**src/wdt_consts.svh**
```systemverilog
// Purpose: Named constants for the windowed watchdog timer
// Assumes: Classic Wishbone slave, 32-bit data, byte addresses
// Notes:   Included by the watchdog module
`ifndef WDT_CONSTS_SVH
`define WDT_CONSTS_SVH

// Register byte offsets
`define WDT_ADR_CONFIG        6'h00
`define WDT_ADR_RESET_CTRL    6'h04
`define WDT_ADR_INT_STATUS    6'h08
`define WDT_ADR_INT_MASK      6'h0C
`define WDT_ADR_COUNT         6'h10
`define WDT_ADR_W             6

// Configuration word fields
`define CFG_POST_LO           0
`define CFG_POST_HI           3
`define CFG_PRESCALE_BIT      4
`define CFG_WINDOW_DIS_BIT    6
`define CFG_HW_EN_BIT         7
`define CFG_RESET_VAL         8'h5F

// Reset control register fields
`define RC_IDLE_BIT           2
`define RC_SLEEP_BIT          3
`define RC_TIMEOUT_BIT        4
`define RC_SW_EN_BIT          5

// Count register fields
`define CNT_MODE_LO           22
`define CNT_MODE_HI           23
`define CNT_WIN_BIT           24

// Interrupt status and mask fields
`define IRQ_TIMEOUT_BIT       0
`define IRQ_WAKE_BIT          1
`define IRQ_WINDOW_BIT        2
`define IRQ_W                 3

// Prescaler and postscaler
`define PRE_W                 7
`define POST_W                15
`define ELAPSED_W             23
`define PRE_DIV_5BIT          7'h1F
`define PRE_DIV_7BIT          7'h7F
`define PRE_SHIFT_5BIT        5
`define PRE_SHIFT_7BIT        7

// Nominal figures of the slow clock
`define LOW_POWER_RC_OSC_NOM_HZ           31000
`define BASE_PERIOD_5BIT_US   1000
`define BASE_PERIOD_7BIT_US   4000

`endif

```
**src/wdt_pkg.sv**
```systemverilog
// Purpose: Types for the windowed watchdog timer
// Assumes: wdt_consts.svh holds all numeric constants
// Notes:   Power mode as seen by the watchdog
package wdt_pkg;

	typedef enum logic [1:0] {
		MODE_RUN   = 2'b00,
		MODE_SLEEP = 2'b01,
		MODE_IDLE  = 2'b10
	} power_mode_e;

endpackage : wdt_pkg

```
**src/windowed_watchdog_timer.sv**
```systemverilog
// Purpose: Windowed watchdog timer on a slow RC clock, Wishbone registers
// Assumes: All inputs synchronous to CLK_I; slow clock sampled as a level
// Notes:   Event inputs from the core are one-cycle pulses
//
// Design decisions made here: the register offsets and the Wishbone slave port.
`timescale 1ns/10ps
`include "wdt_consts.svh"

module windowed_watchdog_timer
	import wdt_pkg::*;
(
	input  wire logic        CLK_I,
	input  wire logic        RST_N_I,
	input  wire logic        CE_I,
	input  wire logic        CYC_I,
	input  wire logic        STB_I,
	input  wire logic        WE_I,
	input  wire logic [5:0]  ADR_I,
	input  wire logic [3:0]  SEL_I,
	input  wire logic [31:0] DAT_I,
	output logic      [31:0] DAT_O,
	output logic             ACK_O,
	input  wire logic        LOW_POWER_RC_OSC_I,
	output logic             LOW_POWER_RC_OSC_EN_O,
	input  wire logic        CLEAR_WATCHDOG_INSTR_I,
	input  wire logic        SLEEP_ENTER_I,
	input  wire logic        IDLE_ENTER_I,
	input  wire logic        POWER_SAVE_EXIT_I,
	input  wire logic        CLOCK_SWITCH_DONE_I,
	output logic             WATCHDOG_RESET_O,
	output logic             WAKE_O,
	output logic             IRQ_O
);

	logic [7:0]            watchdog_config_word;
	logic                  sw_watchdog_enable;
	logic                  watchdog_timeout_flag;
	logic                  sleep_flag;
	logic                  idle_flag;
	logic [`IRQ_W-1:0]     int_status;
	logic [`IRQ_W-1:0]     int_mask;
	logic [`PRE_W-1:0]     pre_count;
	logic [`POST_W-1:0]    post_count;
	logic                  osc_prev;
	power_mode_e           mode;

	logic                  bus_req;
	logic                  wr_low;
	logic                  hw_watchdog_enable;
	logic                  window_disable;
	logic                  prescale_select;
	logic [3:0]            postscale_select;
	logic                  enabled;
	logic                  tick;
	logic [`PRE_W-1:0]     pre_last;
	logic [`POST_W-1:0]    post_last;
	logic                  pre_wrap;
	logic                  expire;
	logic [`ELAPSED_W-1:0] elapsed;
	logic [`ELAPSED_W-1:0] period;
	logic                  win_open;
	logic [`ELAPSED_W-1:0] win_start;
	logic                  in_run;
	logic                  clr_ok;
	logic                  clr_early;
	logic                  power_save_enter;
	logic                  power_save_leave;
	logic                  restart;
	logic                  run_timeout;
	logic                  ps_timeout;
	logic [`IRQ_W-1:0]     events;
	logic [31:0]           next_dat;

	// Configuration fields
	assign hw_watchdog_enable = watchdog_config_word[`CFG_HW_EN_BIT];
	assign window_disable     = watchdog_config_word[`CFG_WINDOW_DIS_BIT];
	assign prescale_select    = watchdog_config_word[`CFG_PRESCALE_BIT];
	assign postscale_select   = watchdog_config_word[`CFG_POST_HI:`CFG_POST_LO];

	assign bus_req = CYC_I & STB_I & ~ACK_O;
	assign wr_low  = bus_req & WE_I & SEL_I[0];

	// Enable source
	assign enabled               = hw_watchdog_enable | sw_watchdog_enable;
	assign LOW_POWER_RC_OSC_EN_O = enabled;

	// Rising edge of slow clock
	assign tick = LOW_POWER_RC_OSC_I & ~osc_prev;

	// Divider terminal counts
	assign pre_last  = prescale_select ? `PRE_DIV_7BIT : `PRE_DIV_5BIT;
	assign post_last = `POST_W'((`POST_W+1)'(1) << postscale_select) - `POST_W'(1);
	assign pre_wrap  = tick & (pre_count == pre_last);
	assign expire    = enabled & pre_wrap & (post_count == post_last);

	// Time elapsed in slow clock ticks
	always_comb begin
		if (prescale_select) begin
			elapsed = (`ELAPSED_W'(post_count) << `PRE_SHIFT_7BIT) | `ELAPSED_W'(pre_count);
		end else begin
			elapsed = (`ELAPSED_W'(post_count) << `PRE_SHIFT_5BIT)
				| `ELAPSED_W'(pre_count[`PRE_SHIFT_5BIT-1:0]);
		end
	end

	// Full period in slow clock ticks
	always_comb begin
		if (prescale_select) begin
			period = `ELAPSED_W'(1) << (`PRE_SHIFT_7BIT + 32'(postscale_select));
		end else begin
			period = `ELAPSED_W'(1) << (`PRE_SHIFT_5BIT + 32'(postscale_select));
		end
	end

	// Last quarter of the period
	assign win_start = period - (period >> 2);
	assign win_open  = elapsed >= win_start;

	// Normal execution
	assign in_run = (mode == MODE_RUN);

	// Clear instruction handling
	assign clr_ok    = CLEAR_WATCHDOG_INSTR_I & in_run
		& (window_disable | win_open);
	assign clr_early = CLEAR_WATCHDOG_INSTR_I & in_run & enabled
		& ~window_disable & ~win_open;

	assign power_save_enter = in_run & (SLEEP_ENTER_I | IDLE_ENTER_I);
	assign power_save_leave = ~in_run & (POWER_SAVE_EXIT_I | expire);

	assign run_timeout = (expire & in_run) | clr_early;
	assign ps_timeout  = expire & ~in_run;

	assign restart = ~enabled | CLOCK_SWITCH_DONE_I | power_save_enter
		| power_save_leave | clr_ok | clr_early | expire;

	// Slow clock edge detector
	always_ff @(posedge CLK_I) begin
		if (!RST_N_I) begin
			osc_prev <= 1'b0;
		end else if (CE_I) begin
			osc_prev <= LOW_POWER_RC_OSC_I;
		end
	end

	// Prescaler
	always_ff @(posedge CLK_I) begin
		if (!RST_N_I) begin
			pre_count <= '0;
		end else if (CE_I) begin
			if (restart) begin
				pre_count <= '0;
			end else if (tick) begin
				if (pre_wrap) begin
					pre_count <= '0;
				end else begin
					pre_count <= pre_count + `PRE_W'(1);
				end
			end
		end
	end

	// Postscaler
	always_ff @(posedge CLK_I) begin
		if (!RST_N_I) begin
			post_count <= '0;
		end else if (CE_I) begin
			if (restart) begin
				post_count <= '0;
			end else if (pre_wrap) begin
				post_count <= post_count + `POST_W'(1);
			end
		end
	end

	// Power mode tracking
	always_ff @(posedge CLK_I) begin
		if (!RST_N_I) begin
			mode <= MODE_RUN;
		end else if (CE_I) begin
			case (mode)
				MODE_RUN: begin
					if (SLEEP_ENTER_I) begin
						mode <= MODE_SLEEP;
					end else if (IDLE_ENTER_I) begin
						mode <= MODE_IDLE;
					end
				end
				MODE_SLEEP, MODE_IDLE: begin
					if (power_save_leave) begin
						mode <= MODE_RUN;
					end
				end
				default: begin
					mode <= MODE_RUN;
				end
			endcase
		end
	end

	// Watchdog reset pulse
	always_ff @(posedge CLK_I) begin
		if (!RST_N_I) begin
			WATCHDOG_RESET_O <= 1'b0;
		end else if (CE_I) begin
			WATCHDOG_RESET_O <= run_timeout;
		end
	end

	// Wake pulse
	always_ff @(posedge CLK_I) begin
		if (!RST_N_I) begin
			WAKE_O <= 1'b0;
		end else if (CE_I) begin
			WAKE_O <= ps_timeout;
		end
	end

	// Configuration word
	always_ff @(posedge CLK_I) begin
		if (!RST_N_I) begin
			watchdog_config_word <= `CFG_RESET_VAL;
		end else if (CE_I) begin
			if (wr_low && ADR_I == `WDT_ADR_CONFIG) begin
				watchdog_config_word <= DAT_I[7:0];
			end
		end
	end

	// Software enable bit
	always_ff @(posedge CLK_I) begin
		if (!RST_N_I) begin
			sw_watchdog_enable <= 1'b0;
		end else if (CE_I) begin
			if (wr_low && ADR_I == `WDT_ADR_RESET_CTRL) begin
				sw_watchdog_enable <= DAT_I[`RC_SW_EN_BIT];
			end
		end
	end

	// Timeout flag; a set wins over a software clear
	always_ff @(posedge CLK_I) begin
		if (!RST_N_I) begin
			watchdog_timeout_flag <= 1'b0;
		end else if (CE_I) begin
			if (wr_low && ADR_I == `WDT_ADR_RESET_CTRL) begin
				watchdog_timeout_flag <= (watchdog_timeout_flag & DAT_I[`RC_TIMEOUT_BIT])
					| run_timeout | ps_timeout;
			end else begin
				watchdog_timeout_flag <= watchdog_timeout_flag | run_timeout | ps_timeout;
			end
		end
	end

	// Sleep status bit; a set wins
	always_ff @(posedge CLK_I) begin
		if (!RST_N_I) begin
			sleep_flag <= 1'b0;
		end else if (CE_I) begin
			if (wr_low && ADR_I == `WDT_ADR_RESET_CTRL) begin
				sleep_flag <= (sleep_flag & DAT_I[`RC_SLEEP_BIT])
					| (power_save_enter & SLEEP_ENTER_I);
			end else begin
				sleep_flag <= sleep_flag | (power_save_enter & SLEEP_ENTER_I);
			end
		end
	end

	// Idle status bit; a set wins
	always_ff @(posedge CLK_I) begin
		if (!RST_N_I) begin
			idle_flag <= 1'b0;
		end else if (CE_I) begin
			if (wr_low && ADR_I == `WDT_ADR_RESET_CTRL) begin
				idle_flag <= (idle_flag & DAT_I[`RC_IDLE_BIT])
					| (power_save_enter & ~SLEEP_ENTER_I);
			end else begin
				idle_flag <= idle_flag | (power_save_enter & ~SLEEP_ENTER_I);
			end
		end
	end

	// Interrupt events
	assign events = {clr_early, ps_timeout, run_timeout};

	// Interrupt status; a set wins
	always_ff @(posedge CLK_I) begin
		if (!RST_N_I) begin
			int_status <= '0;
		end else if (CE_I) begin
			if (wr_low && ADR_I == `WDT_ADR_INT_STATUS) begin
				int_status <= (int_status & ~DAT_I[`IRQ_W-1:0]) | events;
			end else begin
				int_status <= int_status | events;
			end
		end
	end

	// Interrupt mask
	always_ff @(posedge CLK_I) begin
		if (!RST_N_I) begin
			int_mask <= '0;
		end else if (CE_I) begin
			if (wr_low && ADR_I == `WDT_ADR_INT_MASK) begin
				int_mask <= DAT_I[`IRQ_W-1:0];
			end
		end
	end

	assign IRQ_O = |(int_status & int_mask);

	// Read data selection
	always_comb begin
		next_dat = '0;
		case (ADR_I)
			`WDT_ADR_CONFIG: begin
				next_dat[7:0] = watchdog_config_word;
			end
			`WDT_ADR_RESET_CTRL: begin
				next_dat[`RC_SW_EN_BIT]   = sw_watchdog_enable;
				next_dat[`RC_TIMEOUT_BIT] = watchdog_timeout_flag;
				next_dat[`RC_SLEEP_BIT]   = sleep_flag;
				next_dat[`RC_IDLE_BIT]    = idle_flag;
			end
			`WDT_ADR_INT_STATUS: begin
				next_dat[`IRQ_W-1:0] = int_status;
			end
			`WDT_ADR_INT_MASK: begin
				next_dat[`IRQ_W-1:0] = int_mask;
			end
			`WDT_ADR_COUNT: begin
				next_dat[`PRE_W-1:0]              = pre_count;
				next_dat[`PRE_W+`POST_W-1:`PRE_W] = post_count;
				next_dat[`CNT_MODE_HI:`CNT_MODE_LO] = mode;
				next_dat[`CNT_WIN_BIT]              = win_open;
			end
			default: begin
				next_dat = '0;
			end
		endcase
	end

	// Wishbone acknowledge
	always_ff @(posedge CLK_I) begin
		if (!RST_N_I) begin
			ACK_O <= 1'b0;
		end else if (CE_I) begin
			ACK_O <= bus_req;
		end
	end

	// Registered read data, zero outside ack
	always_ff @(posedge CLK_I) begin
		if (!RST_N_I) begin
			DAT_O <= '0;
		end else if (CE_I) begin
			DAT_O <= bus_req ? next_dat : '0;
		end
	end

endmodule : windowed_watchdog_timer

```
**config.mk**
```make
export PLATFORM = sky130hd
export DESIGN_NAME = windowed_watchdog_timer
export DESIGN_NICKNAME = d
export VERILOG_FILES = /design/src/wdt_pkg.sv /design/src/windowed_watchdog_timer.sv
export VERILOG_INCLUDE_DIRS = /design/src
export SDC_FILE = /design/constraint.sdc
export NUM_CORES = 1
export LEC_CHECK = 0
export BUFFER_PORTS_ARGS = -buffer_cell sky130_fd_sc_hd__buf_2
export CORE_ASPECT_RATIO = 0.9
export CORE_MARGIN = 4
export CORE_UTILIZATION = 50
export DETAILED_ROUTE_END_ITERATION = 16
export GPL_TIMING_DRIVEN = 0
export PLACE_DENSITY = 0.7
export SLEW_MARGIN = 20
export SYNTH_ARGS = -nofsm -noshare
export SYNTH_HDL_FRONTEND = slang
export SYNTH_SLANG_ARGS = --single-unit
```
**constraint.sdc**
```tcl
create_clock -name CLK_I -period 8.4 [get_ports CLK_I]
set_input_delay 0.84 -clock CLK_I [delete_from_list [all_inputs] [get_ports CLK_I]]
set_output_delay 0.84 -clock CLK_I [all_outputs]
set_load 0.01 [all_outputs]
```
# Yosys cells after proc, flatten, opt, wreduce, memory -nomap -nowiden
# Cells that the tools add are included.
[word_totals] output_inout_bits=37 rom_bits=0 inputBits=54 reg_bits=78 latchBits=0 mem_count=0 elab_cells=128 ramBits=0
[classes] n_mux=22 magnitude_cmp=1 shift=3 n_eq_ne=10 reduce_logical=16 n_bitwise=55 n_addsub=6 n_div=0 multipliers=0
[op_table] op="23-bit two-way mux" count=2
[op_table] op="1-bit by 5-bit left shift with 23-bit output, first input constant" count=2
[op_table] op="15-bit two-way mux" count=2
[op_table] op="7-bit two-way mux" count=4
[op_table] op="25-bit two-way mux" count=1
[op_table] op="23-bit >= comparator" count=1
[op_table] op="23-bit by 21-bit subtractor with 23-bit output" count=1
[op_table] op="1-bit bitwise AND" count=22
[op_table] op="22-bit by 7-bit OR with 22-bit output" count=1
[op_table] op="20-bit by 5-bit OR with 20-bit output" count=1
[op_table] op="1-bit OR" count=19
[op_table] op="17-bit two-way mux" count=1
[op_table] op="15-bit by 1-bit adder with 15-bit output, second input constant" count=1
[op_table] op="15-bit == test" count=1
[op_table] op="1-bit by 4-bit left shift with 15-bit output, first input constant" count=1
[op_table] op="15-bit by 2-bit subtractor with 15-bit output, second input constant" count=1
[op_table] op="6-bit by 4-bit == test with 1-bit output, second input constant" count=2
[op_table] op="3-bit by 4-bit adder with 5-bit output, first input constant" count=2
[op_table] op="2-bit AND reduction" count=5
[op_table] op="3-bit one-hot mux with 3 select lines" count=1
[op_table] op="2-bit one-hot mux with 2 select lines" count=2
[op_table] op="2-bit one-hot mux with 4 select lines" count=1
[op_table] op="7-bit by 1-bit adder with 7-bit output, second input constant" count=1
[op_table] op="7-bit == test" count=1
[op_table] op="21 further kinds" count=37

# Logic depth before layout (Yosys ltp)
# Gate-level depths: netlist of the first run.
[depth] word_depth=13 depth_mapped=24 mapped_depth_nobuf=21

# Worst setup path after synthesis of the first run
# No wires, ideal clock.
[synth_path] path_type="reg-to-reg" startpoint="register watchdog_config_word[1]" endpoint="register watchdog_timeout_flag" setup_time_ps=86 path_stages_with_launch=18 path_slack_ps=4074 period_less_slack_ps=4326 arrival_ps=4240 path_cell_list="dfxtp_1 ha_1 clkbuf_1 clkbuf_1 nand3b_1 ha_1 o41ai_1 mux2i_1 o22ai_1 a221o_1 ha_1 a211oi_1 nor2_1 a2111oi_0 o211ai_1 nand3_1 nand2_1 a211oi_1"
[synth_between] elab_chain_len=11 word_cells_on_any_way=21
[synth_rtl] element="from (decl)" line_no="windowed_watchdog_timer.sv:35" text="logic [7:0] watchdog_config_word;"
[synth_rtl] element="from (signal assigned)" line_no="windowed_watchdog_timer.sv:222" text="watchdog_config_word <= `CFG_RESET_VAL;"
[synth_rtl] element="from (signal assigned)" line_no="windowed_watchdog_timer.sv:225" text="watchdog_config_word <= DAT_I[7:0];"
[synth_rtl] element="3-bit by 4-bit adder with 5-bit output (no source line)"
[synth_rtl] element="1-bit by 5-bit left shift with 23-bit output (no source line)"
[synth_rtl] element="23-bit two-way mux" line_no="windowed_watchdog_timer.sv:108" text="if (prescale_select) begin"
[synth_rtl] element="23-bit by 21-bit subtractor with 23-bit output" line_no="windowed_watchdog_timer.sv:116" text="assign win_start = period - (period >> 2);"
[synth_rtl] element="23-bit >= comparator" line_no="windowed_watchdog_timer.sv:117" text="assign win_open = elapsed >= win_start;"
[synth_rtl] element="1-bit inverter" line_no="windowed_watchdog_timer.sv:126" text="& ~window_disable & ~win_open;"
[synth_rtl] element="1-bit bitwise AND" line_no="windowed_watchdog_timer.sv:126"
[synth_rtl] element="1-bit OR" line_no="windowed_watchdog_timer.sv:131" text="assign run_timeout = (expire & in_run) | clr_early;"
[synth_rtl] element="1-bit OR, on equally long branches (2 in a row)" line_no="windowed_watchdog_timer.sv:250, windowed_watchdog_timer.sv:247"
[synth_rtl] element="1-bit two-way mux *" line_no="windowed_watchdog_timer.sv:246" text="if (wr_low && ADR_I == `WDT_ADR_RESET_CTRL) begin"
[synth_rtl] element="to (signal assigned)" line_no="windowed_watchdog_timer.sv:247" text="watchdog_timeout_flag <= (watchdog_timeout_flag & DAT_I[`RC_TIMEOUT_BIT])"
[synth_rtl] element="to (signal assigned)" line_no="windowed_watchdog_timer.sv:250" text="watchdog_timeout_flag <= watchdog_timeout_flag | run_timeout | ps_timeout;"
[synth_rtl] element="to (decl)" line_no="windowed_watchdog_timer.sv:37" text="logic watchdog_timeout_flag;"
# Mark *: on every way between the ends. The rest lies on a longest branch, timed or not.
# A chain may end at the register's enable or synchronous reset.

# Final worst setup path of the first run
[layout_path] startpoint="register watchdog_config_word[1]" endpoint="register int_status[2]"
[layout_between] elab_chain_len=9 word_cells_on_any_way=12
[layout_rtl] element="3-bit by 4-bit adder with 5-bit output (no source line)"
[layout_rtl] element="1-bit by 5-bit left shift with 23-bit output (no source line)"
[layout_rtl] element="23-bit two-way mux *" line_no="windowed_watchdog_timer.sv:108"
[layout_rtl] element="23-bit by 21-bit subtractor with 23-bit output *" line_no="windowed_watchdog_timer.sv:116"
[layout_rtl] element="23-bit >= comparator *" line_no="windowed_watchdog_timer.sv:117"
[layout_rtl] element="1-bit inverter *" line_no="windowed_watchdog_timer.sv:126"
[layout_rtl] element="1-bit bitwise AND *" line_no="windowed_watchdog_timer.sv:126"
[layout_rtl] element="3-bit OR, on equally long branches" line_no="windowed_watchdog_timer.sv:294, windowed_watchdog_timer.sv:292"
[layout_rtl] element="3-bit two-way mux *" line_no="windowed_watchdog_timer.sv:291" text="if (wr_low && ADR_I == `WDT_ADR_INT_STATUS) begin"
[layout_rtl] element="to (signal assigned)" line_no="windowed_watchdog_timer.sv:292" text="int_status <= (int_status & ~DAT_I[`IRQ_W-1:0]) | events;"
[layout_rtl] element="to (signal assigned)" line_no="windowed_watchdog_timer.sv:294" text="int_status <= int_status | events;"
[layout_rtl] element="to (decl)" line_no="windowed_watchdog_timer.sv:40" text="logic [`IRQ_W-1:0] int_status;"
# Marks and branches as above.

==> impl_metrics.py, run 1 <==
metrics = {
    "synth": {
        "yosys-top-cells-count": "nand2_1, dfxtp_1, nand3_1, nor2_1, o21ai_0",
        "synth.most_common_cell": "nand2_1",
        "synth_edf_count": 0,
        "ys_ff_latch": 71,
        "ys.flop_type": "dfxtp_1",
        "ys_async_sr_fraction_pct": 0,
        "synth_top_area_share_pct": 23.2,
        "yosys-top-cells-area": "dfxtp_1, ha_1, nand2_1, nand3_1, o21ai_0",
        "yosysWarningCount": 0,
        "synth_area_per_cell_um2": 7.58,
        "synth_area_um2": 6130,
        "yosysSeqAreaShare_pct": 23.2,
        "yosysTopAreaCell": "dfxtp_1",
        "yosysUniqueCellTypes": 81,
        "syn_inst": 809,
    },
    "cts": {
        "cts_resized": 0,
        "clk_pin_slew_worst_paths_ps": 50,
        "cts_root_buf": "clkbuf_16",
        "cts_setup_buffers": 0,
        "clock_latency_ps": 340,
        "ctsHoldBuffers": 0,
        "cts_sinks": 71,
        "h-tree-depth": 3,
        "cts_tree": "built",
        "cts_buffer_depth": 2,
        "cts_buffers": 9,
    },
    "floorplan": {
        "placement_rows": 38,
        "die_area_um2": 14100,
        "start_util_pct": 51.0,
        "die_y_um": 113,
        "core_area_um2": 12000,
        "io_pins": 91,
        "die_w_um": 125,
    },
    "timing": {
        "setup_viol": 0,
        "fin_crit_ps": 5610,
        "rsz0062_at_grt": "false",
        "max_slew_margin_pct": 44.0,
        "final-max-slew-violation-count": 0,
        "fin_crit_sh_pct": 66.7,
        "fmaxAchievable_ghz": 0.178,
        "clock-skew-final_ps": 6.16,
        "worst_pin_slew_ps": 819,
        "setup-tns-final_ps": 0,
        "hold_viol_final": 0,
    },
    "routing": {
        "ant_nets": 0,
        "vias_per_cell": 6.03,
        "routedWlPerCell_um": 17.2,
        "drtIter0Drc": 680,
        "vias": 6342,
        "firstDrtPassIters": 6,
        "routed_wl_um": 18100,
        "drcViolationCount": 0,
    },
    "critical_path": {
        "r2r_start": "watchdog_config_word[1]",
        "worstSetupPathType": "flip-flop to flip-flop",
        "cp-end-kind": "flip-flop",
        "cpPeakStageDelay_ps": 760,
        "worstPathRequired_ps": 8660,
        "startpoint": "watchdog_config_word[1]",
        "crit_buf_inv": 2,
        "crit_slowest_cell": "a2111oi_0",
        "critPathLaunchType": "flip-flop",
        "cp_cell_sequence": "ha_1 -> clkbuf_1 -> clkbuf_1 -> nand3b_1 -> ha_1 -> nor2_1 -> o21ai_0 -> nand2_1 -> o221ai_1 -> o21ai_0 -> a222oi_1 -> ha_1 -> nand4_1 -> a211oi_1 -> a2111oi_0 -> o211ai_1 -> nand3_1 -> nand3_1 -> a21boi_0",
        "crit_family": "compound AO/OA/AOI/OAI gates",
        "cp_max_fo": 10,
        "crit_top_cell": "ha_1",
        "crit_arrival_ps": 5860,
    },
    "grt": {
        "antenna_found_initial": 0,
        "overflow": 0,
        "grtUsageTotal_pct": 25.3,
        "grt_pass1_wl_um": 29500,
        "grt_pass1_vias": 5742,
        "grt_max_degree": 11,
    },
    "power": {
        "p_per_area_nw_per_um2": 117,
        "finalPower_uw": 814,
        "ir_drop_mv": 0.103,
        "p_leak_nw": 2.84,
    },
    "cells_and_area": {
        "n_antenna_cell": 0,
        "fillers": 1176,
        "register_area_um2": 1420,
        "nets": 983,
        "multi_input_area_um2": 4310,
        "stdcell_area_um2": 6950,
        "areaGrowthSynthToFinish_pct": 13.3,
        "drive_gt1_share_pct": 14.2,
    },
    "hold_path": {
        "min_from": "watchdog_config_word[5]",
        "min_path_type": "flip-flop to flip-flop",
    },
    "outcome": {
        "status": "finished clean",
    },
    "placement": {
        "dp_hpwl_um": 13700,
        "io_buffers": 54,
        "placedInstanceArea_um2": 6670,
        "place.gp.congestion": 0.926,
    },
    "flow_run": {
        "maxCapViolCount": 0,
    },
}
[worst paths after layout]
check	endpoint	slack, ps	depth (start not counted)
setup / recovery	int_status[2]	2790	19
setup reg to reg	int_status[2]	2790	19
hold / removal	watchdog_config_word[5]	470	2
hold reg to reg	watchdog_config_word[5]	470	2
[cell families (layout without fill, tap and decap cells)]
| group | Yosys count | count (layout) | share of synthesized area [%] |
|---|---|---|---|
| simple gates | 336 | 336 | 28.6 |
| compound gates | 204 | 204 | 23.4 |
| buf+inv | 101 | 169 | 7.53 |
| flops | 71 | 71 | 23.2 |
| fa+ha+maj | 40 | 40 | 8.29 |
| mux | 33 | 33 | 5.69 |
| xor+xnor | 22 | 22 | 3.14 |
| other cells | 2 | 17 | 0.122 |
[flip-flops by register name, summed over array words and instances (netlist names), 2 cells and up]
| register | cells |
|---|---|
| int_status | 3 |
| DAT_O | 25 |
| int_mask | 3 |
| watchdog_config_word | 8 |
| pre_count | 7 |
| post_count | 15 |
| mode | 2 |
[placed cells by master, fill, tap and decap left out, types with 5 or more instances in the layout]
cell type / n
a21boi_1: 5
nor2b_1: 39
a21o_1: 5
conb_1: 17
o31ai_1: 5
clkbuf_1: 46
a22oi_1: 22
and2_1: 5
buf_4: 14
xnor2_1: 10
a21oi_1: 28
nand4b_1: 5
o21a_1: 6
nand2_1: 82
mux2i_1: 18
nor3b_1: 5
nand4_1: 20
inv_1: 26
a211oi_1: 9
ha_1: 39
mux2_2: 15
or3_1: 11
clkbuf_16: 9
buf_2: 65
dfxtp_1: 71
nand2b_1: 6
nor2_1: 51
a21boi_0: 13
or2_2: 5
a31oi_1: 9
o21ai_0: 49
nand3_1: 51
and3_1: 12
xor2_1: 12
nor3_1: 19
[layer usage]
layer,vias up,track usage (%),routed length (µm)
met4,0,6.21,342
met3,35,5.19,1710
met1,2906,36.7,8340
met2,301,38.6,7660
li1,3100,-,-
met5,-,0,0
[final cells by class]
class / count / share of cell area (%)
Sequential cell: 71 / 20.5
Clock buffer: 13 / 3.60
Buffer: 73 / 5.13
Inverter: 28 / 1.51
Multi-Input combinational cell: 652 / 62.1
Timing Repair Buffer: 54 / 3.89
Clock inverter: 1 / 0.432
Tap cell: 160 / 2.88
[where the power goes]
part | leakage (nW) | switching (mW) | total, mW | internal (mW)
clock network | 0.136 | 0.136 | 0.370 | 0.235
registers | 0.573 | 0.00190 | 0.341 | 0.340
logic | 2.13 | 0.0614 | 0.103 | 0.0412
[tightest hold or removal path: stages (launching register included)]
cell and delay, ps:
dfxtp_1 300, nand2_1 50, a21boi_0 60
[per-stage QoR]
stage | std cells | util, % | setup slack [ps] | hold slack [ps]
global placement | 1038 | 55.3 | 2600 | 453
floorplan | 824 | - | 4070 | 443
CTS | 1052 | 57.7 | 2980 | 467
finish | 1052 | 57.7 | 2790 | 466
global route | 1052 | 57.7 | 2470 | 486
detailed placement | 1038 | 55.4 | 3010 | 460
Note: power is estimated with default switching activity, not from simulation.
==> run 2, diff against run 1 <==
Settings changed: PLACE_DENSITY 0.7 to 0.73.
Clock period 8.4 ns to 4.8 ns, I/O delays scaled along.
==> run 2 against run 1 <==
  * Critical path depth up 3
  * Die area unchanged
  * Count of clock-buffer cells in the layout fell by 1
  * Via count fell by 0.22%
  * Power is 90% higher
  * Cell area grew 3.4%
  * Largest cell class unchanged
  * Non-clock buffer count decreased by 3
  * Register-to-register slack worse by 2600 ps
  * Final cell count barely moved
==> impl_metrics.py, run 2 (synthesized netlist as in run 1, its figures left out) <==
metrics = {
    "outcome": {
        "status": "finished clean",
    },
    "grt": {
        "grt_pass1_wl_um": 30000,
        "overflow": 0,
        "grt_pass1_vias": 5843,
        "grt_max_degree": 20,
        "antenna_found_initial": 0,
        "grtUsageTotal_pct": 25.8,
    },
    "cts": {
        "h-tree-depth": 3,
        "cts_root_buf": "clkbuf_16",
        "cts_buffers": 9,
        "cts_sinks": 71,
        "cts_tree": "built",
        "cts_buffer_depth": 2,
        "clk_pin_slew_worst_paths_ps": 60,
        "ctsHoldBuffers": 0,
        "clock_latency_ps": 340,
    },
    "timing": {
        "final-max-slew-violation-count": 0,
        "clock-skew-final_ps": 9.08,
        "fmaxAchievable_ghz": 0.218,
        "setup_slack_ps": 213,
        "max_slew_margin_pct": 56.2,
        "holdWs_ps": 364,
        "worst_pin_slew_ps": 657,
        "fin_crit_sh_pct": 95.6,
        "hold_viol_final": 0,
        "fin_crit_ps": 4590,
        "setup_viol": 0,
    },
    "cells_and_area": {
        "nets": 980,
        "drive_gt1_share_pct": 18.1,
        "largest_register_ffs": 25,
        "areaGrowthSynthToFinish_pct": 17.1,
        "layout_commonest_cell": "nand2_1",
        "top_regs": "DAT_O x25, post_count x15, watchdog_config_word x8",
        "n_antenna_cell": 0,
        "top_register": "DAT_O",
        "stdcell_area_um2": 7180,
        "final_cell_mix": "nand2_1, dfxtp_1, buf_2",
        "stdcell_count": 1051,
        "fillers": 1143,
    },
    "placement": {
        "placedInstanceArea_um2": 6660,
        "place_ws_ps": -942,
        "dp_hpwl_um": 13700,
        "io_buffers": 54,
        "dp_cells": 1038,
        "place.gp.congestion": 0.933,
    },
    "routing": {
        "wl_met3_um": 1690,
        "vias": 6328,
        "drtIter0Drc": 520,
        "ant_nets": 0,
        "drcViolationCount": 0,
        "routed_wl_um": 18200,
        "drt-met1-wl_um": 8200,
        "vias_per_cell": 6.02,
        "top_layer": "met4",
        "met2_length_um": 7940,
        "routedWlPerCell_um": 17.4,
        "firstDrtPassIters": 6,
    },
    "floorplan": {
        "io_pins": 91,
        "core_area_um2": 12000,
        "die_y_um": 113,
        "die_area_um2": 14100,
        "start_util_pct": 51.0,
        "die_w_um": 125,
        "placement_rows": 38,
    },
    "power": {
        "ir_drop_mv": 0.232,
        "p_per_area_nw_per_um2": 216,
        "p_leak_nw": 2.95,
    },
    "critical_path": {
        "crit_top_cell": "a21oi_1",
        "crit_slowest_cell": "a2111oi_2",
        "crit_family": "compound AO/OA/AOI/OAI gates",
        "cp_cell_sequence": "ha_4 -> clkbuf_4 -> nor2_4 -> nand2_2 -> ha_1 -> inv_1 -> a21oi_1 -> o41a_1 -> buf_4 -> o31ai_4 -> o31ai_1 -> a21oi_1 -> xor2_1 -> ha_1 -> a21oi_2 -> a21oi_1 -> a2111oi_2 -> or2_4 -> o211ai_1 -> nand3_2 -> nand3_1 -> a21boi_1",
        "cpPeakStageDelay_ps": 380,
        "crit_buf_inv": 3,
        "critPathLaunchType": "flip-flop",
        "worstSetupPathType": "flip-flop to flip-flop",
        "cp-end-kind": "flip-flop",
        "cp_max_fo": 10,
        "crit_arrival_ps": 4870,
        "worstPathRequired_ps": 5080,
    },
    "hold_path": {
        "min_path_type": "primary input to flip-flop",
    },
    "flow_run": {
        "maxCapViolCount": 0,
    },
}
run 2: changes by cell type in the layout (fill, tap and decap cells not counted), moves of 3 or more:
cell	previous run	this run
clkbuf_1	46	33
clkbuf_4	0	4
nor3_1	19	15
ha_1	39	36
ha_4	0	3
nor2_1	51	48
run 2: metrics by stage:
stage	TNS, ps	power [mW]	util (%)
2_1_floorplan	0	0.733	-
3_3_place_gp	-3850	0.781	55.3
3_5_place_dp	-4240	0.783	55.3
4_1_cts	0	1.54	58.9
5_1_grt	-230	1.60	59.7
6_report	0	1.55	59.7
run 2: worst paths after layout:
kind	startpoint	end	slack, ps	cells past startpoint
max	watchdog_config_word[1]	int_status[0]	210	22
min	DAT_I[6]	watchdog_config_word[6]	360	3
max reg2reg	watchdog_config_word[1]	int_status[0]	210	22
min reg2reg	watchdog_config_word[5]	watchdog_config_word[5]	470	2
run 2: worst register-to-register path, cell delays in order, from the launching register on:
cell and delay, ps:
dfxtp_2 360, ha_4 180, clkbuf_4 220, nor2_4 160, nand2_2 110, ha_1 290, inv_1 90, a21oi_1 100
o41a_1 330, buf_4 190, o31ai_4 240, o31ai_1 110, a21oi_1 180, xor2_1 210, ha_1 300, a21oi_2 160
a21oi_1 110, a2111oi_2 380, or2_4 180, o211ai_1 120, nand3_2 180, nand3_1 150, a21boi_1 180
run 2: timing repair:
action / in CTS / in global routing
gates cloned: 0 / 0
pin swaps: 1 / 9
endpoints found under the setup margin: 5 / 5
resized for setup: 21 / 37
buffers inserted: 1 / 2
run 2: area by class of cell:
cell class / instances / area [µm²] / area share [%]
inverter: 28 / 108 / 1.50
timing repair buffer: 57 / 293 / 4.08
clock inverter: 4 / 76.3 / 1.06
clock buffer: 12 / 267 / 3.71
buffer: 67 / 347 / 4.83
tap: 160 / 200 / 2.79
sequential: 71 / 1420 / 19.8
multi-input combinational: 652 / 4470 / 62.2
run 2: routing by layer:
layer / GRT usage (%) / vias to the layer above
met3: 4.81 / 38
met2: 40.0 / 283
li1: - / 3092
met4: 6.94 / 0
met5: 0 / -
met1: 36.9 / 2915
run 2: power by group:
group | switching [mW] | total, mW | internal [mW]
logic | 0.113 | 0.190 | 0.0768
registers | 0.00261 | 0.596 | 0.594
clock network | 0.266 | 0.764 | 0.498
